`src/include/alarm_pkg.sv`:
```
/*
 * Constants, codes and timing for the alarm and indicator controller.
 * Assumes a single 10 MHz core clock; all slow timing runs on a 10 ms tick.
 */
// ==========================================================
// Summary of operation
// - Low battery: no sound, battery indicator lit steadily.
// - Critical battery sounds medium tone unless a high patient alarm is active or latched.
// - Critical battery blinks battery indicator, keeps latched alarm, blanks the rest.
// - Critical battery re-enables sound; medium tone unless a high condition is active or latched.
// - Saturation or rate limit: high alarm, numeric blinks; latched shows three dashes.
// - Poor pulse quality: high alarm, red blinking indicator, latchable on critical battery.
// - No breath: high alarm, no breath indicator flashes, bar graph stays active.
// - Critical battery blanks the bar graph even during a no breath alarm.
// - Oximeter fault: dash in leftmost saturation digit, numerics frozen ten seconds.
// - Ten seconds later, middle digit dashes on saturation and rate displays.
// - Oximeter fault sounds medium tone; dashes blink if oximeter alarms were latched.
// - Carbon dioxide fault: medium tone, bars three and six lit, latched no breath blinks.
// - A five mmHg rise marks a breath; exactly one breath beep per breath.
// - During an alarm, breath beeps only sound in the silent gap after a burst.
// - Variable pitch default: pitch follows bar count, beep on falling edge.
// - Fixed pitch beep uses a tone above the highest bar pitch.
// - Fixed pitch beep sounds on the rising edge during exhalation.
// - Power-on and volume beeps always use the fixed pitch.
// - Volume resets to medium; advance press cycles low, medium, high, off.
// - Each press beeps at the new volume unless an alarm is in progress.
// - Beep volume setting never changes alarm loudness.
// - High tone: three beeps, pause, two beeps, repeat after a second, every ten seconds.
// - Medium tone: three medium-long beeps in a second, every twenty-five seconds.
// - Only one tone sounds at a time, chosen by priority.
// ==========================================================
package alarm_pkg;

	// ==========================================================
	// clock and tick timing
	localparam int unsigned CLK_HZ = 10_000_000;
	localparam int unsigned TICK_MS = 10;
	localparam int unsigned TICK_CYCLES_DEF = CLK_HZ / 1000 * TICK_MS;
	localparam int unsigned TICKS_PER_S = 1000 / TICK_MS;
	localparam int unsigned FREEZE_S = 10;
	localparam logic [11:0] FREEZE_TK = 12'(FREEZE_S * TICKS_PER_S);

	// ==========================================================
	// high priority burst, in ticks except HP_PERIOD_S in seconds
	localparam int unsigned HP_PERIOD_S = 10;
	localparam logic [11:0] HP_PERIOD_TK = 12'(HP_PERIOD_S * TICKS_PER_S);
	localparam logic [11:0] HP_BEEP_TK = 12'h00A;
	localparam logic [11:0] HP_STEP_TK = 12'h014;
	localparam logic [11:0] HP_GRP2_TK = 12'h046;
	localparam logic [11:0] HP_PATT_TK = 12'h064;
	localparam logic [11:0] HP_REPEAT_TK = 12'h0C8;
	localparam logic [11:0] HP_BURST_TK = 12'h12C;

	// ==========================================================
	// medium priority burst, in ticks except MED_PERIOD_S in seconds
	localparam int unsigned MED_PERIOD_S = 25;
	localparam logic [11:0] MED_PERIOD_TK = 12'(MED_PERIOD_S * TICKS_PER_S);
	localparam logic [11:0] MED_BEEP_TK = 12'h019;
	localparam logic [11:0] MED_STEP_TK = 12'h023;
	localparam logic [11:0] MED_BURST_TK = 12'h064;

	// informational beep length in ticks
	localparam logic [11:0] INFO_BEEP_TK = 12'h00A;

	// ==========================================================
	// breath detection, pitch and volume codes
	localparam logic [8:0] BREATH_DELTA_MMHG = 9'h005;
	localparam logic [3:0] PITCH_FIXED = 4'hB;
	localparam logic [1:0] VOL_OFF = 2'h0;
	localparam logic [1:0] VOL_LOW = 2'h1;
	localparam logic [1:0] VOL_MED = 2'h2;
	localparam logic [1:0] VOL_HIGH = 2'h3;
	localparam logic [1:0] ALARM_VOLUME = 2'h3;

	// ==========================================================
	// display digit masks, bit 2 is the leftmost digit
	localparam logic [2:0] DASH_NONE = 3'h0;
	localparam logic [2:0] DASH_LEFT = 3'h4;
	localparam logic [2:0] DASH_MID = 3'h2;
	localparam logic [2:0] DASH_ALL = 3'h7;

	typedef enum logic [1:0] {TONE_IDLE, TONE_HIGH, TONE_MED} tone_mode_e;
	typedef enum logic {BR_TROUGH, BR_PEAK} breath_state_e;

endpackage

```
`src/include/tone_if.sv`:
```
/*
 * Carrier between the alarm controller and its tone sequencer.
 * Assumes both ends run on core_clk; tick is a one-cycle 10 ms enable.
 */
`timescale 1ns/1ns
interface tone_if;
	logic tick;
	logic req_high;
	logic req_med;
	logic beep_req;
	logic [3:0] beep_pitch;
	logic alarm_busy;
	logic tone_on;
	logic tone_alarm;
	logic [3:0] tone_pitch;

	modport ctrl (
		output tick, req_high, req_med, beep_req, beep_pitch,
		input alarm_busy, tone_on, tone_alarm, tone_pitch
	);
	modport seq (
		input tick, req_high, req_med, beep_req, beep_pitch,
		output alarm_busy, tone_on, tone_alarm, tone_pitch
	);
endinterface

```
`src/rtl/tone_sequencer.sv`:
```
/*
 * Speaker sequencer: plays one alarm burst pattern or one informational beep.
 * Assumes requests arrive on core_clk and the tick strobe comes from the controller.
 */
`timescale 1ns/1ns
module tone_sequencer
	import alarm_pkg::*;
(
	input wire logic core_clk,
	input wire logic reset,
	tone_if.seq tf
);

	tone_mode_e mode;
	logic [11:0] pos;
	logic beep_pend;
	logic beep_act;
	logic [11:0] beep_cnt;
	logic [3:0] beep_pitch_q;
	logic in_burst;
	logic alarm_sound;

	// high burst envelope at a position in the period
	function automatic logic hp_on(input logic [11:0] p);
		logic [11:0] q;
		q = (p >= HP_REPEAT_TK) ? p - HP_REPEAT_TK : p;
		if (q < HP_GRP2_TK) begin
			hp_on = (q < 12'(3 * HP_STEP_TK)) && ((q % HP_STEP_TK) < HP_BEEP_TK);
		end else if (q < HP_PATT_TK) begin
			hp_on = ((q - HP_GRP2_TK) % HP_STEP_TK) < HP_BEEP_TK;
		end else begin
			hp_on = 1'b0;
		end
	endfunction

	// medium burst envelope
	function automatic logic med_on(input logic [11:0] p);
		med_on = (p < MED_BURST_TK) && ((p % MED_STEP_TK) < MED_BEEP_TK);
	endfunction

	assign in_burst = (mode == TONE_HIGH && pos < HP_BURST_TK)
		|| (mode == TONE_MED && pos < MED_BURST_TK);
	assign alarm_sound = (mode == TONE_HIGH) ? hp_on(pos) :
		(mode == TONE_MED) ? med_on(pos) : 1'b0;

	always_ff @(posedge core_clk) begin
		if (reset) begin
			mode <= TONE_IDLE;
			pos <= 12'h000;
		end else if (tf.req_high) begin
			if (mode != TONE_HIGH) begin
				mode <= TONE_HIGH;
				pos <= 12'h000;
			end else if (tf.tick) begin
				pos <= (pos == HP_PERIOD_TK - 12'h001) ? 12'h000 : pos + 12'h001;
			end
		end else if (tf.req_med) begin
			if (mode != TONE_MED) begin
				mode <= TONE_MED;
				pos <= 12'h000;
			end else if (tf.tick) begin
				pos <= (pos == MED_PERIOD_TK - 12'h001) ? 12'h000 : pos + 12'h001;
			end
		end else begin
			mode <= TONE_IDLE;
			pos <= 12'h000;
		end
	end

	// informational beep waits for the silent gap
	always_ff @(posedge core_clk) begin
		if (reset) begin
			beep_pend <= 1'b0;
			beep_act <= 1'b0;
			beep_cnt <= 12'h000;
			beep_pitch_q <= 4'h0;
		end else begin
			if (tf.beep_req) begin
				beep_pend <= 1'b1;
				beep_pitch_q <= tf.beep_pitch;
			end else if (beep_pend && !beep_act && !in_burst) begin
				beep_pend <= 1'b0;
				beep_act <= 1'b1;
				beep_cnt <= 12'h000;
			end
			if (beep_act && (in_burst || (tf.tick && beep_cnt == INFO_BEEP_TK - 12'h001))) begin
				beep_act <= 1'b0;
			end else if (beep_act && tf.tick) begin
				beep_cnt <= beep_cnt + 12'h001;
			end
		end
	end

	// one tone at a time, alarm first
	assign tf.alarm_busy = (mode != TONE_IDLE);
	assign tf.tone_alarm = alarm_sound;
	assign tf.tone_on = alarm_sound || (beep_act && !in_burst);
	assign tf.tone_pitch = alarm_sound ? PITCH_FIXED : beep_pitch_q;

endmodule

```
`src/rtl/alarm_indicator_control.sv`:
```
/*
 * Alarm and indicator controller: maps alarm conditions to tones and display patterns,
 * detects breaths for the breath beep, and keeps the breath beep volume.
 * Assumes condition inputs come from same-clock measurement logic; the advance
 * switch is an asynchronous pin and is synchronised here.
 */
`timescale 1ns/1ns
module alarm_indicator_control
	import alarm_pkg::*;
#(
	parameter int unsigned TICK_CYCLES = TICK_CYCLES_DEF
)(
	input wire logic core_clk,
	input wire logic reset,
	input wire logic batt_low,
	input wire logic batt_crit,
	input wire logic spo2_alarm,
	input wire logic pr_alarm,
	input wire logic pulse_poor,
	input wire logic no_breath,
	input wire logic oxi_fault,
	input wire logic co2_fault,
	input wire logic audible_disable,
	input wire logic fixed_pitch,
	input wire logic init_beep,
	input wire logic [7:0] co2_mmhg,
	input wire logic [3:0] bar_count,
	input wire logic advance_pin,
	output logic batt_ind_on,
	output logic batt_ind_blink,
	output logic display_blank,
	output logic spo2_blink,
	output logic pr_blink,
	output logic [2:0] spo2_dash,
	output logic [2:0] pr_dash,
	output logic display_freeze,
	output logic pq_red_blink,
	output logic no_breath_flash,
	output logic bar_enable,
	output logic bar_fault,
	output logic audible_enabled,
	output logic spk_on,
	output logic [3:0] spk_pitch,
	output logic [1:0] spk_volume,
	output logic [1:0] beep_volume
);

	tone_if tf();

	// ==========================================================
	// tick divider and tone sequencer
	logic [31:0] tick_cnt;
	logic tick;

	// 10 ms enable pulse from the core clock
	always_ff @(posedge core_clk) begin
		if (reset) begin
			tick_cnt <= 32'h0000_0000;
			tick <= 1'b0;
		end else if (tick_cnt == 32'(TICK_CYCLES - 1)) begin
			tick_cnt <= 32'h0000_0000;
			tick <= 1'b1;
		end else begin
			tick_cnt <= tick_cnt + 32'h0000_0001;
			tick <= 1'b0;
		end
	end

	tone_sequencer u_seq (
		.core_clk(core_clk),
		.reset(reset),
		.tf(tf.seq)
	);

	// ==========================================================
	// advance switch synchroniser
	logic adv_s1;
	logic adv_s2;
	logic adv_s3;
	logic adv_press;

	// two flops, then edge detect on the second
	always_ff @(posedge core_clk) begin
		if (reset) begin
			adv_s1 <= 1'b0;
			adv_s2 <= 1'b0;
			adv_s3 <= 1'b0;
		end else begin
			adv_s1 <= advance_pin;
			adv_s2 <= adv_s1;
			adv_s3 <= adv_s2;
		end
	end
	assign adv_press = adv_s2 && !adv_s3;

	// ==========================================================
	// critical battery latching
	logic crit_q;
	logic lat_spo2;
	logic lat_pr;
	logic lat_pq;
	logic lat_nb;
	logic crit_any_lat;

	// capture patient alarms present as the critical state starts
	always_ff @(posedge core_clk) begin
		if (reset) begin
			crit_q <= 1'b0;
			lat_spo2 <= 1'b0;
			lat_pr <= 1'b0;
			lat_pq <= 1'b0;
			lat_nb <= 1'b0;
		end else begin
			crit_q <= batt_crit;
			if (!batt_crit) begin
				lat_spo2 <= 1'b0;
				lat_pr <= 1'b0;
				lat_pq <= 1'b0;
				lat_nb <= 1'b0;
			end else if (!crit_q) begin
				lat_spo2 <= spo2_alarm;
				lat_pr <= pr_alarm;
				lat_pq <= pulse_poor;
				lat_nb <= no_breath;
			end
		end
	end
	assign crit_any_lat = lat_spo2 || lat_pr || lat_pq || lat_nb;

	// ==========================================================
	// oximeter fault timing and carbon dioxide fault latching
	logic oxi_q;
	logic [11:0] oxi_tk;
	logic oxi_phase2;
	logic oxi_lat_spo2;
	logic oxi_lat_pr;
	logic co2_q;
	logic co2_lat_nb;

	always_ff @(posedge core_clk) begin
		if (reset) begin
			oxi_q <= 1'b0;
			oxi_tk <= 12'h000;
			oxi_phase2 <= 1'b0;
			oxi_lat_spo2 <= 1'b0;
			oxi_lat_pr <= 1'b0;
		end else begin
			oxi_q <= oxi_fault;
			if (!oxi_fault) begin
				oxi_tk <= 12'h000;
				oxi_phase2 <= 1'b0;
				oxi_lat_spo2 <= 1'b0;
				oxi_lat_pr <= 1'b0;
			end else if (!oxi_q) begin
				oxi_tk <= 12'h000;
				oxi_lat_spo2 <= spo2_alarm;
				oxi_lat_pr <= pr_alarm;
			end else if (tick && !oxi_phase2) begin
				if (oxi_tk == FREEZE_TK - 12'h001) begin
					oxi_phase2 <= 1'b1;
				end else begin
					oxi_tk <= oxi_tk + 12'h001;
				end
			end
		end
	end

	// hold a no breath alarm present when the sensor faults
	always_ff @(posedge core_clk) begin
		if (reset) begin
			co2_q <= 1'b0;
			co2_lat_nb <= 1'b0;
		end else begin
			co2_q <= co2_fault;
			if (!co2_fault) begin
				co2_lat_nb <= 1'b0;
			end else if (!co2_q) begin
				co2_lat_nb <= no_breath;
			end
		end
	end

	// ==========================================================
	// audible alarm requests
	logic aud_en;
	logic hp_now;
	logic hp_aud;
	logic med_aud;

	// critical battery overrides the disable switch
	assign aud_en = !audible_disable || batt_crit;
	assign hp_now = spo2_alarm || pr_alarm || pulse_poor || no_breath;
	assign hp_aud = batt_crit ? crit_any_lat :
		aud_en && (hp_now || co2_lat_nb || oxi_lat_spo2 || oxi_lat_pr);
	assign med_aud = batt_crit ? !hp_now && !crit_any_lat :
		aud_en && (oxi_fault || co2_fault);

	assign tf.tick = tick;
	assign tf.req_high = hp_aud;
	assign tf.req_med = med_aud;

	// ==========================================================
	// breath detection
	breath_state_e br_state;
	logic [7:0] br_trough;
	logic [7:0] br_peak;
	logic br_beep;

	// five mmHg swing marks one breath, one beep
	always_ff @(posedge core_clk) begin
		if (reset) begin
			br_state <= BR_TROUGH;
			br_trough <= 8'hFF;
			br_peak <= 8'h00;
			br_beep <= 1'b0;
		end else begin
			br_beep <= 1'b0;
			case (br_state)
				BR_TROUGH: begin
					if (co2_mmhg < br_trough) begin
						br_trough <= co2_mmhg;
					end else if ({1'b0, co2_mmhg} >= {1'b0, br_trough} + BREATH_DELTA_MMHG) begin
						br_state <= BR_PEAK;
						br_peak <= co2_mmhg;
						br_beep <= fixed_pitch;
					end
				end
				BR_PEAK: begin
					if (co2_mmhg > br_peak) begin
						br_peak <= co2_mmhg;
					end else if ({1'b0, co2_mmhg} + BREATH_DELTA_MMHG <= {1'b0, br_peak}) begin
						br_state <= BR_TROUGH;
						br_trough <= co2_mmhg;
						br_beep <= !fixed_pitch;
					end
				end
				default: begin
					br_state <= BR_TROUGH;
					br_trough <= 8'hFF;
				end
			endcase
		end
	end

	// ==========================================================
	// breath beep volume and informational beep requests
	logic [1:0] vol;
	logic vol_beep;

	// power-on medium, press cycles low medium high off
	always_ff @(posedge core_clk) begin
		if (reset) begin
			vol <= VOL_MED;
		end else if (adv_press) begin
			case (vol)
				VOL_LOW: vol <= VOL_MED;
				VOL_MED: vol <= VOL_HIGH;
				VOL_HIGH: vol <= VOL_OFF;
				default: vol <= VOL_LOW;
			endcase
		end
	end

	// volume beep unless an alarm is in progress
	always_ff @(posedge core_clk) begin
		if (reset) begin
			vol_beep <= 1'b0;
		end else begin
			vol_beep <= adv_press && !tf.alarm_busy;
		end
	end

	// fixed pitch for init and volume beeps
	assign tf.beep_req = vol_beep || init_beep || br_beep;
	assign tf.beep_pitch = (vol_beep || init_beep || fixed_pitch) ? PITCH_FIXED : bar_count;

	// ==========================================================
	// speaker outputs
	// alarms always at their own fixed loudness
	always_ff @(posedge core_clk) begin
		if (reset) begin
			spk_on <= 1'b0;
			spk_pitch <= 4'h0;
			spk_volume <= VOL_OFF;
			beep_volume <= VOL_MED;
			audible_enabled <= 1'b0;
		end else begin
			spk_on <= tf.tone_on;
			spk_pitch <= tf.tone_pitch;
			spk_volume <= tf.tone_alarm ? ALARM_VOLUME : vol;
			beep_volume <= vol;
			audible_enabled <= aud_en;
		end
	end

	// ==========================================================
	// visible indications
	logic next_batt_on;
	logic next_batt_blink;
	logic next_blank;
	logic next_spo2_blink;
	logic next_pr_blink;
	logic [2:0] next_spo2_dash;
	logic [2:0] next_pr_dash;
	logic next_freeze;
	logic next_pq;
	logic next_nb;
	logic next_bar_en;
	logic next_bar_fault;

	// pattern selection by condition
	always_comb begin
		next_batt_on = 1'b0;
		next_batt_blink = 1'b0;
		next_blank = 1'b0;
		next_spo2_blink = 1'b0;
		next_pr_blink = 1'b0;
		next_spo2_dash = DASH_NONE;
		next_pr_dash = DASH_NONE;
		next_freeze = 1'b0;
		next_pq = 1'b0;
		next_nb = 1'b0;
		next_bar_en = 1'b1;
		next_bar_fault = 1'b0;
		if (batt_crit) begin
			next_batt_on = 1'b1;
			next_batt_blink = 1'b1;
			next_blank = 1'b1;
			next_bar_en = 1'b0;
			next_spo2_dash = lat_spo2 ? DASH_ALL : DASH_NONE;
			next_pr_dash = lat_pr ? DASH_ALL : DASH_NONE;
			next_spo2_blink = lat_spo2;
			next_pr_blink = lat_pr;
			next_pq = lat_pq;
			next_nb = lat_nb;
		end else begin
			next_batt_on = batt_low;
			next_spo2_blink = spo2_alarm;
			next_pr_blink = pr_alarm;
			next_pq = pulse_poor;
			// no breath flash with live bars
			next_nb = no_breath || co2_lat_nb;
			if (oxi_fault) begin
				next_freeze = !oxi_phase2;
				next_spo2_dash = oxi_phase2 ? (DASH_LEFT | DASH_MID) : DASH_LEFT;
				next_pr_dash = oxi_phase2 ? DASH_MID : DASH_NONE;
				next_spo2_blink = oxi_lat_spo2;
				next_pr_blink = oxi_lat_pr;
			end
			if (co2_fault) begin
				next_bar_en = 1'b0;
				next_bar_fault = 1'b1;
			end
		end
	end

	// registered display outputs
	always_ff @(posedge core_clk) begin
		if (reset) begin
			batt_ind_on <= 1'b0;
			batt_ind_blink <= 1'b0;
			display_blank <= 1'b0;
			spo2_blink <= 1'b0;
			pr_blink <= 1'b0;
			spo2_dash <= DASH_NONE;
			pr_dash <= DASH_NONE;
			display_freeze <= 1'b0;
			pq_red_blink <= 1'b0;
			no_breath_flash <= 1'b0;
			bar_enable <= 1'b0;
			bar_fault <= 1'b0;
		end else begin
			batt_ind_on <= next_batt_on;
			batt_ind_blink <= next_batt_blink;
			display_blank <= next_blank;
			spo2_blink <= next_spo2_blink;
			pr_blink <= next_pr_blink;
			spo2_dash <= next_spo2_dash;
			pr_dash <= next_pr_dash;
			display_freeze <= next_freeze;
			pq_red_blink <= next_pq;
			no_breath_flash <= next_nb;
			bar_enable <= next_bar_en;
			bar_fault <= next_bar_fault;
		end
	end

endmodule

```
`config.mk`:
```
export PLATFORM = sky130hd
export DESIGN_NAME = alarm_indicator_control
export DESIGN_NICKNAME = d
export VERILOG_FILES = /design/src/include/alarm_pkg.sv /design/src/include/tone_if.sv /design/src/rtl/tone_sequencer.sv /design/src/rtl/alarm_indicator_control.sv
export SDC_FILE = /design/constraint.sdc
export NUM_CORES = 1
export LEC_CHECK = 0
export BUFFER_PORTS_ARGS = -buffer_cell sky130_fd_sc_hd__buf_2
export CORE_MARGIN = 4
export CORE_UTILIZATION = 40
export DETAILED_ROUTE_END_ITERATION = 8
export GPL_ROUTABILITY_DRIVEN = 0
export PLACE_DENSITY = 0.59
export SLEW_MARGIN = 20
export SYNTH_ARGS = -nofsm -noshare
export SYNTH_HDL_FRONTEND = slang
export SYNTH_SLANG_ARGS = --single-unit
```
`constraint.sdc`:
```
create_clock -name core_clk -period 15.9 [get_ports core_clk]
set_input_delay 0 -clock core_clk [delete_from_list [all_inputs] [get_ports core_clk]]
set_output_delay 0 -clock core_clk [all_outputs]
set_load 0.01 [all_outputs]
```
-- Word level (Yosys, flattened, before mapping)
Index checks and enable logic that the tools add are counted.
- input port bits: 26
- bits in registers: 137
- output and inout port bits: 26
- magnitude comparators: 13
- bitwise gates (word level): 7
- eq/ne operators: 22
- add/subtract/negate cells: 8
- muxes and demuxes: 66
- divide/modulo/power cells: 3
- reduce and logical (&&, ||, !) cells: 61
- operator list (cell ; count):
    12-bit 2-to-1 mux ; 13
    8-bit 2-to-1 mux ; 6
    12-bit by 1-bit adder with 12-bit output (second input constant) ; 3
    12-bit by 7-bit less-than comparator with 1-bit output (second input constant) ; 3
    32-bit by 1-bit adder with 32-bit output (second input constant) ; 1
    32-bit by 17-bit equality test with 1-bit output (second input constant) ; 1
    8-bit case mux with 2 select lines ; 2
    1-bit 2-to-1 mux ; 27
    12-bit by 10-bit equality test with 1-bit output (second input constant) ; 2
    12-bit by 4-bit less-than comparator with 1-bit output (second input constant) ; 2
    12-bit by 5-bit modulo with 12-bit output (second input constant) ; 2
    8-bit by 3-bit adder with 9-bit output (second input constant) ; 2
    1-bit logical OR ; 18
    1-bit logical AND ; 16
    2-bit 2-to-1 mux ; 8
    3-bit 2-to-1 mux ; 5
    2-bit OR reduction ; 7
    12-bit equality test (second input constant) ; 1
    12-bit by 4-bit equality test with 1-bit output (second input constant) ; 1
    12-bit by 8-bit >= comparator with 1-bit output (second input constant) ; 1
    12-bit by 5-bit less-than comparator with 1-bit output (second input constant) ; 1
    12-bit by 6-bit less-than comparator with 1-bit output (second input constant) ; 1
    12-bit by 9-bit less-than comparator with 1-bit output (second input constant) ; 1
    12-bit by 6-bit modulo with 12-bit output (second input constant) ; 1
    other kinds (21) ; 55

-- Logic depth before layout (Yosys ltp)
Gate-level depths: netlist of run 1.
- depth in word-level cells: 10
- mapped depth: 32

-- Cells and area by module
From an unflattened synthesis of run 1, not the netlist that was laid out.
- cell total of the unflattened synthesis: 1618
- area, all modules: 12144.1 µm²
- by module, submodules not included (module ; area an instance (µm²) ; sequential area each (µm²) ; instances ; cells each):
    tone_sequencer ; 7178.1 ; 640.6 ; 1 ; 1046
    alarm_indicator_control ; 4966.0 ; 2062.0 ; 1 ; 572

-- Worst setup path before layout of run 1
Ideal clock, no wire load.
- path kind: register -> register
- from: register u_seq.pos[3]
- to: register spk_pitch[2]
- clock period less this slack: 7.165 ns
- data arrival time: 7.050 ns
- required time: 15.785 ns
- cell stages (with the launch flop): 31
- setup time: 0.115 ns
- slack: 8.735 ns
- path through: dfxtp_1 buf_2 inv_1 clkbuf_1 ha_1 nand2_1 a2111oi_0 or2_1 buf_2 xnor2_1 nor4_4 a31oi_4 o21a_1 buf_2 xnor2_2 o31ai_1 mux2_2 o21ai_2 nand3_1 a311o_1 mux2i_1 o2111ai_1 a2111oi_0 nor3_2 mux2i_1 a221o_1 a21oi_2 o2bb2a_1 a211oi_2 o31ai_1 o21a_1
- word-level cells in the longest chain between the ends: 9
- elaborated cells on any way between the ends: 21
- RTL lines (element ; line ; source):
    from (decl) ; tone_sequencer.sv:15 ; logic [11:0] pos;
    from (signal assigned) ; tone_sequencer.sv:55 ; pos <= (pos == HP_PERIOD_TK - 12'h001) ? 12'h000 : pos + 12'h001;
    from (signal assigned) ; tone_sequencer.sv:62 ; pos <= (pos == MED_PERIOD_TK - 12'h001) ? 12'h000 : pos + 12'h001;
    12-bit by 8-bit subtractor with 12-bit output / 12-bit by 8-bit >= comparator with 1-bit output (equally long branches) ; tone_sequencer.sv:26 ; q = (p >= HP_REPEAT_TK) ? p - HP_REPEAT_TK : p;
    12-bit 2-to-1 mux ; tone_sequencer.sv:26 ;
    12-bit by 7-bit subtractor with 12-bit output ; tone_sequencer.sv:30 ; hp_on = ((q - HP_GRP2_TK) % HP_STEP_TK) < HP_BEEP_TK;
    12-bit by 5-bit modulo with 12-bit output ; tone_sequencer.sv:30 ;
    12-bit by 4-bit less-than comparator with 1-bit output ; tone_sequencer.sv:30 ;
    1-bit 2-to-1 mux ; tone_sequencer.sv:29 ; end else if (q < HP_PATT_TK) begin
    1-bit 2-to-1 mux ; tone_sequencer.sv:27 ; if (q < HP_GRP2_TK) begin
    1-bit 2-to-1 mux (*) ; tone_sequencer.sv:43 ; assign alarm_sound = (mode == TONE_HIGH) ? hp_on(pos) :
    2-bit OR reduction (no line) (*) ; -- ;
    to (signal assigned) ; alarm_indicator_control.sv:289 ; spk_pitch <= tf.tone_pitch;
    to (decl) ; alarm_indicator_control.sv:43 ; output logic [3:0] spk_pitch,
Every way passes the cells marked *; elsewhere a longest branch is shown, timed or not.
A chain may end at the register's enable or synchronous reset.

-- Final worst setup path of run 1
- from: register u_seq.pos[3]
- to: register spk_on
- word-level cells in the longest chain between the ends: 9
- elaborated cells on any way between the ends: 27
- RTL lines (element ; line ; source):
    12-bit by 8-bit subtractor with 12-bit output / 12-bit by 8-bit >= comparator with 1-bit output (equally long branches) ; tone_sequencer.sv:26 ;
    12-bit 2-to-1 mux ; tone_sequencer.sv:26 ;
    12-bit by 7-bit subtractor with 12-bit output ; tone_sequencer.sv:30 ;
    12-bit by 5-bit modulo with 12-bit output ; tone_sequencer.sv:30 ;
    12-bit by 4-bit less-than comparator with 1-bit output ; tone_sequencer.sv:30 ;
    1-bit 2-to-1 mux ; tone_sequencer.sv:29 ;
    1-bit 2-to-1 mux ; tone_sequencer.sv:27 ;
    1-bit 2-to-1 mux ; tone_sequencer.sv:43 ;
    1-bit logical OR (*) ; tone_sequencer.sv:97 ; assign tf.tone_on = alarm_sound || (beep_act && !in_burst);
    to (signal assigned) ; alarm_indicator_control.sv:288 ; spk_on <= tf.tone_on;
    to (decl) ; alarm_indicator_control.sv:42 ; output logic spk_on,
Marked as above.

==> key figures, run 1 <==
Detailed routing
  – TritonRoute pass-1 iters: 5
  – Remaining antenna violation count: 0
  – DRT iter0 DRCs: 1000
  – Wire per inst: 16.04 um
  – DRC Markers: 0
  – Total number of vias: approximately 12000
  – Final wirelength: 31800 um
  – Vias/cell: 5.876

Timing
  – Unrepaired setup endpoints after global routing: no
  – Tmin final: 9062 ps
  – Setup ws final: about 6800 ps
  – Final count of negative-setup-slack endpoints: 0
  – Final Skew: 13.13 ps
  – Final hold violation count: 0
  – Slew headroom: 0.3097
  – Final TNS setup: 0 ps
  – Final period util: 0.5699
  – Slew Limit Fails: 0
  – Fmax: 110.4 MHz
  – Hold WS: 40.10 ps
  – Worst Tran Pin Value: 1029 ps

Floorplanning
  – Starting density of the core: 0.4057
  – Die Wd: between 150 and 200 um
  – Die Y: 178.8 um
  – Boundary pin count: 52
  – DIE AREA: 31990 um^2
  – Rows: 62
  – Total core area: 28780 um^2

Final layout
  – Core Util, Final: 0.4540
  – Diode count: 0
  – Fraction of layout cells with a size suffix above 1: 0.1113
  – Design area: 13070 um^2
  – Synthesis-to-finish area growth: 11.93%
  – Commonest cells after routing, fill and taps aside: nor2_1 (209), dfxtp_1 (135), a21oi_1 (109)
  – Final non-filler cell total: 1983
  – Commonest non-fill, non-tap cell in the layout: nor2_1
  – NumNets Final: 1665

Pwr
  – Design Power: 1.008 mW
  – Internal Pwr Total: slightly below 700 uW
  – Peak VDD IR: 0.09158 mV
  – Clock Power Share: 0.386
  – Flop pwr share: 0.379
  – Leakage: between 4 and 5 nW
  – Sw frac: 0.3198
  – Combinational share of power: 0.235
  – Power Density: 77.12 nW/um^2
  – Sw Pwr: 322.3 uW

Critical path
  – WS Path Type: reg2reg
  – CP arrival: approximately 9300 ps
  – Worst path required time: around 16000 ps
  – Crit path max fanout: 21
  – Startpoint Class: register
  – CP Capture Type: register

Clock network
  – Htree depth: 4
  – Clock net sink count: 135
  – Longest Clk Path Bufs: 2
  – Register clock-pin slew on the reported worst setup and hold paths: 70 ps
  – CTS Root Cell: clkbuf_16
  – Post-CTS setup repair buffer count: 0
  – TritonCTS clock tree: done
  – Hold buffers post-CTS: 26
  – CTS Buf Count: 17
  – Post-CTS sizing: 0
  – Clk Latency, worst-skew pair: 420 ps

Placement
  – DP Area: roughly 12000 um^2
  – Placed Cells: 1925
  – Dpl ws: around 7000 ps
  – IO Port Bufs: around 50
  – DP HPWL: 23750 um

Synth
  – Compound-Gate Fraction of Synth Area: 0.2771
  – Largest family of logic cells by synthesized area: simple AND/OR/NAND/NOR gates
  – Simple logic cell fraction of the synthesized area: 0.2847
  – Synthesis Warnings: 0
  – Synth Cell Area: 11670 um^2
  – Avg Synthesized Cell Area: 7.523 um^2
  – FFs w/ async S/R, synth: 0
  – Gate Count Post-Synth: ~1600
  – Adder-Cell Fraction of Synth Area: 0.05851
  – Post-synth EDFFs: 0
  – Mux share of post-synthesis cell area: 0.03022
  – Post-Synth XOR/XNOR Area: 0.07705
  – Net count after synthesis: 1631
  – Seq cells post-synth: 135
  – Seq/Total Area, Yosys: 0.2315
  – Unique masters post-synth: ~110
  – Synth Flop Type: dfxtp_1

Global route
  – First-pass GRT wire length: approximately 53000 um
  – Largest net degree at the start of global routing: 38
  – Vias in the first global route: approximately 11000
  – GRT Total Usage: 0.1970
  – Initial antenna violation count: 0
  – Total gr overflow: 0

Hold path
  – HP Class: in2reg

Outcome
  – Status: finished, final reports clean

Flow run
  – Max_cap viols: 0
## cells in the mapped netlist, types with 17 or more instances
library cell,instances,area [um^2]
nor2_1,209,784.5
dfxtp_1,135,2703
a21oi_1,109,545.5
nand2_1,101,379.1
o21ai_0,72,360.4
nand3_1,67,335.3
xnor2_1,66,578.1
nor3_1,56,280.3
ha_1,53,663.1
inv_1,50,187.7
clkbuf_1,48,180.2
xor2_1,33,289.0
nand2b_1,27,168.9
nand4_1,27,168.9
a211oi_1,25,187.7
mux2i_1,24,240.2
or3_1,24,150.1
and3_1,22,137.6
o211ai_1,20,150.1
nor4_1,19,118.9
a21o_1,18,135.1
nor2b_1,17,106.4
o31ai_1,17,127.6
## state kept, by name (all words and copies together), names as in the netlist, 2 cells and up
signal              flops
br_trough               8
tick_cnt               32
u_seq.pos              12
u_seq.mode              2
spk_pitch               4
pr_dash                 2
beep_volume             2
spk_volume              2
br_peak                 8
u_seq.beep_pitch_q      4
vol                     2
u_seq.beep_cnt         12
oxi_tk                 12
spo2_dash               3
## layer usage
metal,track usage,vias up,part of all wire
met4,0.05277,0,0.014
met5,0,-,0
met3,0.02425,37,0.046
met2,0.3181,320,0.45
li1,-,5819,-
met1,0.2776,5476,0.48
## final cells by class
cell class / count / area, um^2
Clock buffer: 17 / 425.4
Clock inverter: 15 / 186.4
Fill cell: 2912 / 15710
Inverter: 51 / 191.4
Multi-Input combinational cell: 1298 / 8521
Sequential cell: 135 / 2703
Tap cell: 384 / 480.5
Timing Repair Buffer: 83 / 560.5
## cell families (layout without fill, tap and decap cells)
logic type,after synthesis,in the layout
XOR/XNOR,101,101
AND/OR/NAND/NOR,658,658
adder cells (fa/ha/maj),55,55
AO/OA/AOI/OAI,450,450
buffers and inverters,119,166
flip-flops,135,135
multiplexers,34,34
## worst max-delay path: stages (launching register included)
cell and delay [ps]:
dfxtp_1 810, inv_1 420, ha_1 440, nand2_1 110, a2111oi_0 510, or2_1 270
xnor2_1 80, buf_4 220, nor4_4 590, a31oi_4 250, o21a_1 380, nand3_1 140
a21oi_1 100, o32ai_1 510, nand4_1 210, and3_1 260, or2_0 390, a211oi_1 600
nor2_1 270, a311o_1 390, and3_1 260, xnor2_1 140, a31oi_1 470, a21oi_2 80
o2bb2a_1 290, a211oi_2 100, o311ai_4 440, o211ai_1 160
## power groups by stage
stage                     Combinational [mW]  Sequential, mW  Clock (mW)
after global routing                   0.277           0.386       0.415
after global placement                 0.227           0.389           0
after CTS                              0.239           0.382       0.398
final                                  0.237           0.382       0.389
after detailed placement               0.233           0.389           0
after floorplan                        0.185           0.387           0
## worst paths after layout
kind	startpoint	endpoint	slack (ps)	cells after the start
worst max-delay path	u_seq.pos[3]	spk_on	6840	27
worst min-delay path	init_beep	u_seq.beep_pitch_q[3]	40	4
worst max register to register	u_seq.pos[3]	spk_on	6840	27
worst min register to register	adv_s1	adv_s2	430	1
Note: power is estimated with default switching activity, not from simulation.
==> inputs of run 2 (changes only) <==
Settings changed: ABC_AREA set to 1.
Clock period 15.9 ns to 8.9 ns, I/O delays scaled along.
==> run 2 against run 1 <==
Routed wire length down 25%. Clock-buffer cell count up 1. Synthesized area down 12%. Critical path type unchanged.
==> key figures, run 2 <==
Detailed routing
  – TritonRoute pass-1 iters: 5 (unchanged)
  – DRT iter0 DRCs: 389 (-61%)
  – DRC Markers: 0 (unchanged)
  – Remaining antenna violation count: 0 (unchanged)
  – Vias/cell: 4.863 (-17%)
  – Wire per inst: 11.74 um (-27%)
  – Final wirelength: 23750 um (-25%)
  – Total number of vias: 9843 (-16%)

Critical path
  – CP arrival: 7420 ps (-1920 ps)
  – CP Capture Type: register
  – WS Path Type: reg2reg
  – Crit path launch: u_seq.pos[1]
  – Startpoint Class: register
  – Top cell by count, worst path: nand2_1
  – Max incr delay on CP: 420 ps (-390 ps)
  – Crit path max fanout: 11 (-48%)
  – Worst path required time: 9270 ps (-6900 ps)
  – Reg2reg start: u_seq.pos[1]
  – Crit path max-delay cell type: dfxtp_1

Timing
  – Unrepaired setup endpoints after global routing: no
  – Slew headroom: 0.4717 (+0.1620)
  – Final TNS setup: 0 ps (unchanged)
  – Final count of negative-setup-slack endpoints: 0 (unchanged)
  – Final hold violation count: 0 (unchanged)
  – Final period util: 0.7923 (+0.2224)
  – Hold WS: 6.557 ps (-33.54 ps)
  – Setup ws final: 1848 ps (-4990 ps)
  – Worst Tran Pin Value: 790.5 ps (-238.8 ps)
  – Tmin final: 7052 ps (-2010 ps)
  – Final Skew: 10.60 ps (-2.536 ps)
  – Fmax: 141.8 MHz (+29%)
  – Slew Limit Fails: 0 (unchanged)

Clock network
  – CTS Root Cell: clkbuf_16
  – Clock net sink count: 135 (unchanged)
  – Post-CTS sizing: 0 (unchanged)
  – Longest Clk Path Bufs: 2 (unchanged)
  – Register clock-pin slew on the reported worst setup and hold paths: 60 ps (about the same)
  – CTS Buf Count: 17 (unchanged)
  – Htree depth: 4 (unchanged)
  – Clk Latency, worst-skew pair: 430 ps (about the same)
  – TritonCTS clock tree: done

Pwr
  – Design Power: 1.762 mW (+75%)
  – Leakage: 5.646 nW (+14%)
  – Power Density: 149.9 nW/um^2 (+94%)
  – Peak VDD IR: 0.1296 mV (+42%)

Final layout
  – Final non-filler cell total: 2024 (+2.1%)
  – Core Util, Final: 0.4652 (+0.01112)
  – Commonest cells after routing, fill and taps aside: nand2_1 (378), inv_1 (235), nor2_1 (153)
  – Largest Register: tick_cnt
  – Design area: 11750 um^2 (-10%)
  – Synthesis-to-finish area growth: 13.82%
  – Commonest non-fill, non-tap cell in the layout: nand2_1
  – Max reg flops: 32 (unchanged)
  – Fraction of layout cells with a size suffix above 1: 0.1293 (+0.01796)
  – Diode count: 0 (unchanged)
  – NumNets Final: 1760 (+5.7%)

Synth
  – Most common cell in the netlist: nand2_1
  – Gate Count Post-Synth: 1604 (+3.4%)
  – FFs w/ async S/R, synth: 0 (unchanged)
  – Post-synth top area cell: dfxtp_1
  – Unique masters post-synth: 59 (-47%)
  – Post-synth EDFFs: 0 (unchanged)
  – Seq/Total Area, Yosys: 0.2618 (+0.03036)
  – Synth Cell Area: 10320 um^2 (-12%)
  – Avg Synthesized Cell Area: 6.435 um^2 (-14%)
  – Synth top area share: 0.2618 (+0.03036)
  – Net count after synthesis: 1683 (+3.2%)
  – Synth Flop Type: dfxtp_1
  – Seq cells post-synth: 135 (unchanged)
  – Synth cell count leaders: nand2_1 (378), inv_1 (235), nor2_1 (153)
  – Area contributors post-synth: dfxtp_1 (26%), nand2_1 (14%), inv_1 (8.5%)
  – Synthesis Warnings: 0 (unchanged)

Hold path
  – HP Class: in2reg
  – HP Start: batt_crit

Placement
  – IO Port Bufs: 51 (unchanged)
  – Dpl ws: 1843 ps (-5172 ps)
  – DP HPWL: 18670 um (-21%)
  – Placed Cells: 1969 (+2.3%)
  – DP Area: 10910 um^2 (-10%)

Global route
  – Vias in the first global route: 9008 (-16%)
  – First-pass GRT wire length: 41170 um (-23%)
  – Largest net degree at the start of global routing: 38 (unchanged)
  – Initial antenna violation count: 0 (unchanged)
  – Total gr overflow: 0 (unchanged)
  – GRT Total Usage: 0.1687 (-0.02825)

Floorplanning
  – Starting density of the core: 0.4087 (+0.003030)
  – Die Y: 168.6 um (-5.7%)
  – Boundary pin count: 52 (unchanged)
  – Die Wd: 168.6 um (-5.7%)
  – Rows: 58 (-6.5%)
  – DIE AREA: 28440 um^2 (-11%)
  – Total core area: 25250 um^2 (-12%)

Outcome
  – Status: finished, final reports clean

Flow run
  – Max_cap viols: 0 (unchanged)
[run 2: cell count changes after synthesis, moves of 22 or more]
cell	before	now
xor2_1	33	65
nor2_1	209	153
inv_2	1	34
nand3_1	67	94
clkbuf_1	48	8
nand2b_1	27	0
nor3_1	56	30
mux2i_1	24	1
or3_1	24	0
xnor2_1	66	7
nand2_1	101	378
nand2_2	1	46
inv_1	50	235
and3_1	22	0
[run 2: worst max-delay path, delay by kind of cell, from the launching register on]
family | cells | cell delay, ps
xor gates and xnor gates | 1 | 300
adders and majority gates | 1 | 190
AOI/OAI and AO/OA | 4 | 880
and+or+nand+nor | 40 | 4660
buffers and inverters | 3 | 560
DFF | 1 | 420
[run 2: cells by family after synthesis]
kind of cell    share of synthesized area
flops                              0.2618
simple gates                       0.3663
compound gates                     0.1332
xor+xnor                          0.06425
fa+ha+maj                         0.06425
mux                             0.0009699
buf+inv                            0.1091
[run 2: layer usage]
metal,track usage,share of wire,vias up
met5,0,0,-
met4,0.04375,0.011,0
met3,0.02289,0.022,22
met2,0.2830,0.46,101
met1,0.2294,0.50,4376
li1,-,-,5344
[run 2: timing repair]
| item | CTS | global route |
|---|---|---|
| setup buffers | 0 | 0 |
| hold buffers | 23 | 0 |
| hold endpoints to repair | 34 | 0 |
[run 2: area by class of cell]
type	count	area [um^2]
timing repair buffer	77	508.0
inverter	273	1027
sequential	135	2703
clock buffer	18	439.2
fill	2624	13510
clock inverter	14	165.2
tap	330	412.9
multi-input combinational	1177	6492
[run 2: power breakdown]
| part | leakage [nW] | internal (mW) | switching [mW] |
|---|---|---|---|
| clock | 0.290 | 0.427 | 0.289 |
| combinational | 4.26 | 0.148 | 0.222 |
| sequential | 1.10 | 0.647 | 0.0290 |
| total | 5.65 | 1.22 | 0.540 |
[run 2: final timing paths]
check / to / slack, ps / cells after the start
worst min register to register: co2_lat_nb / 430 / 1
worst min-delay path: spo2_blink / 7 / 4
worst max register to register: spk_pitch[3] / 1850 / 49
worst max-delay path: spk_pitch[3] / 1850 / 49
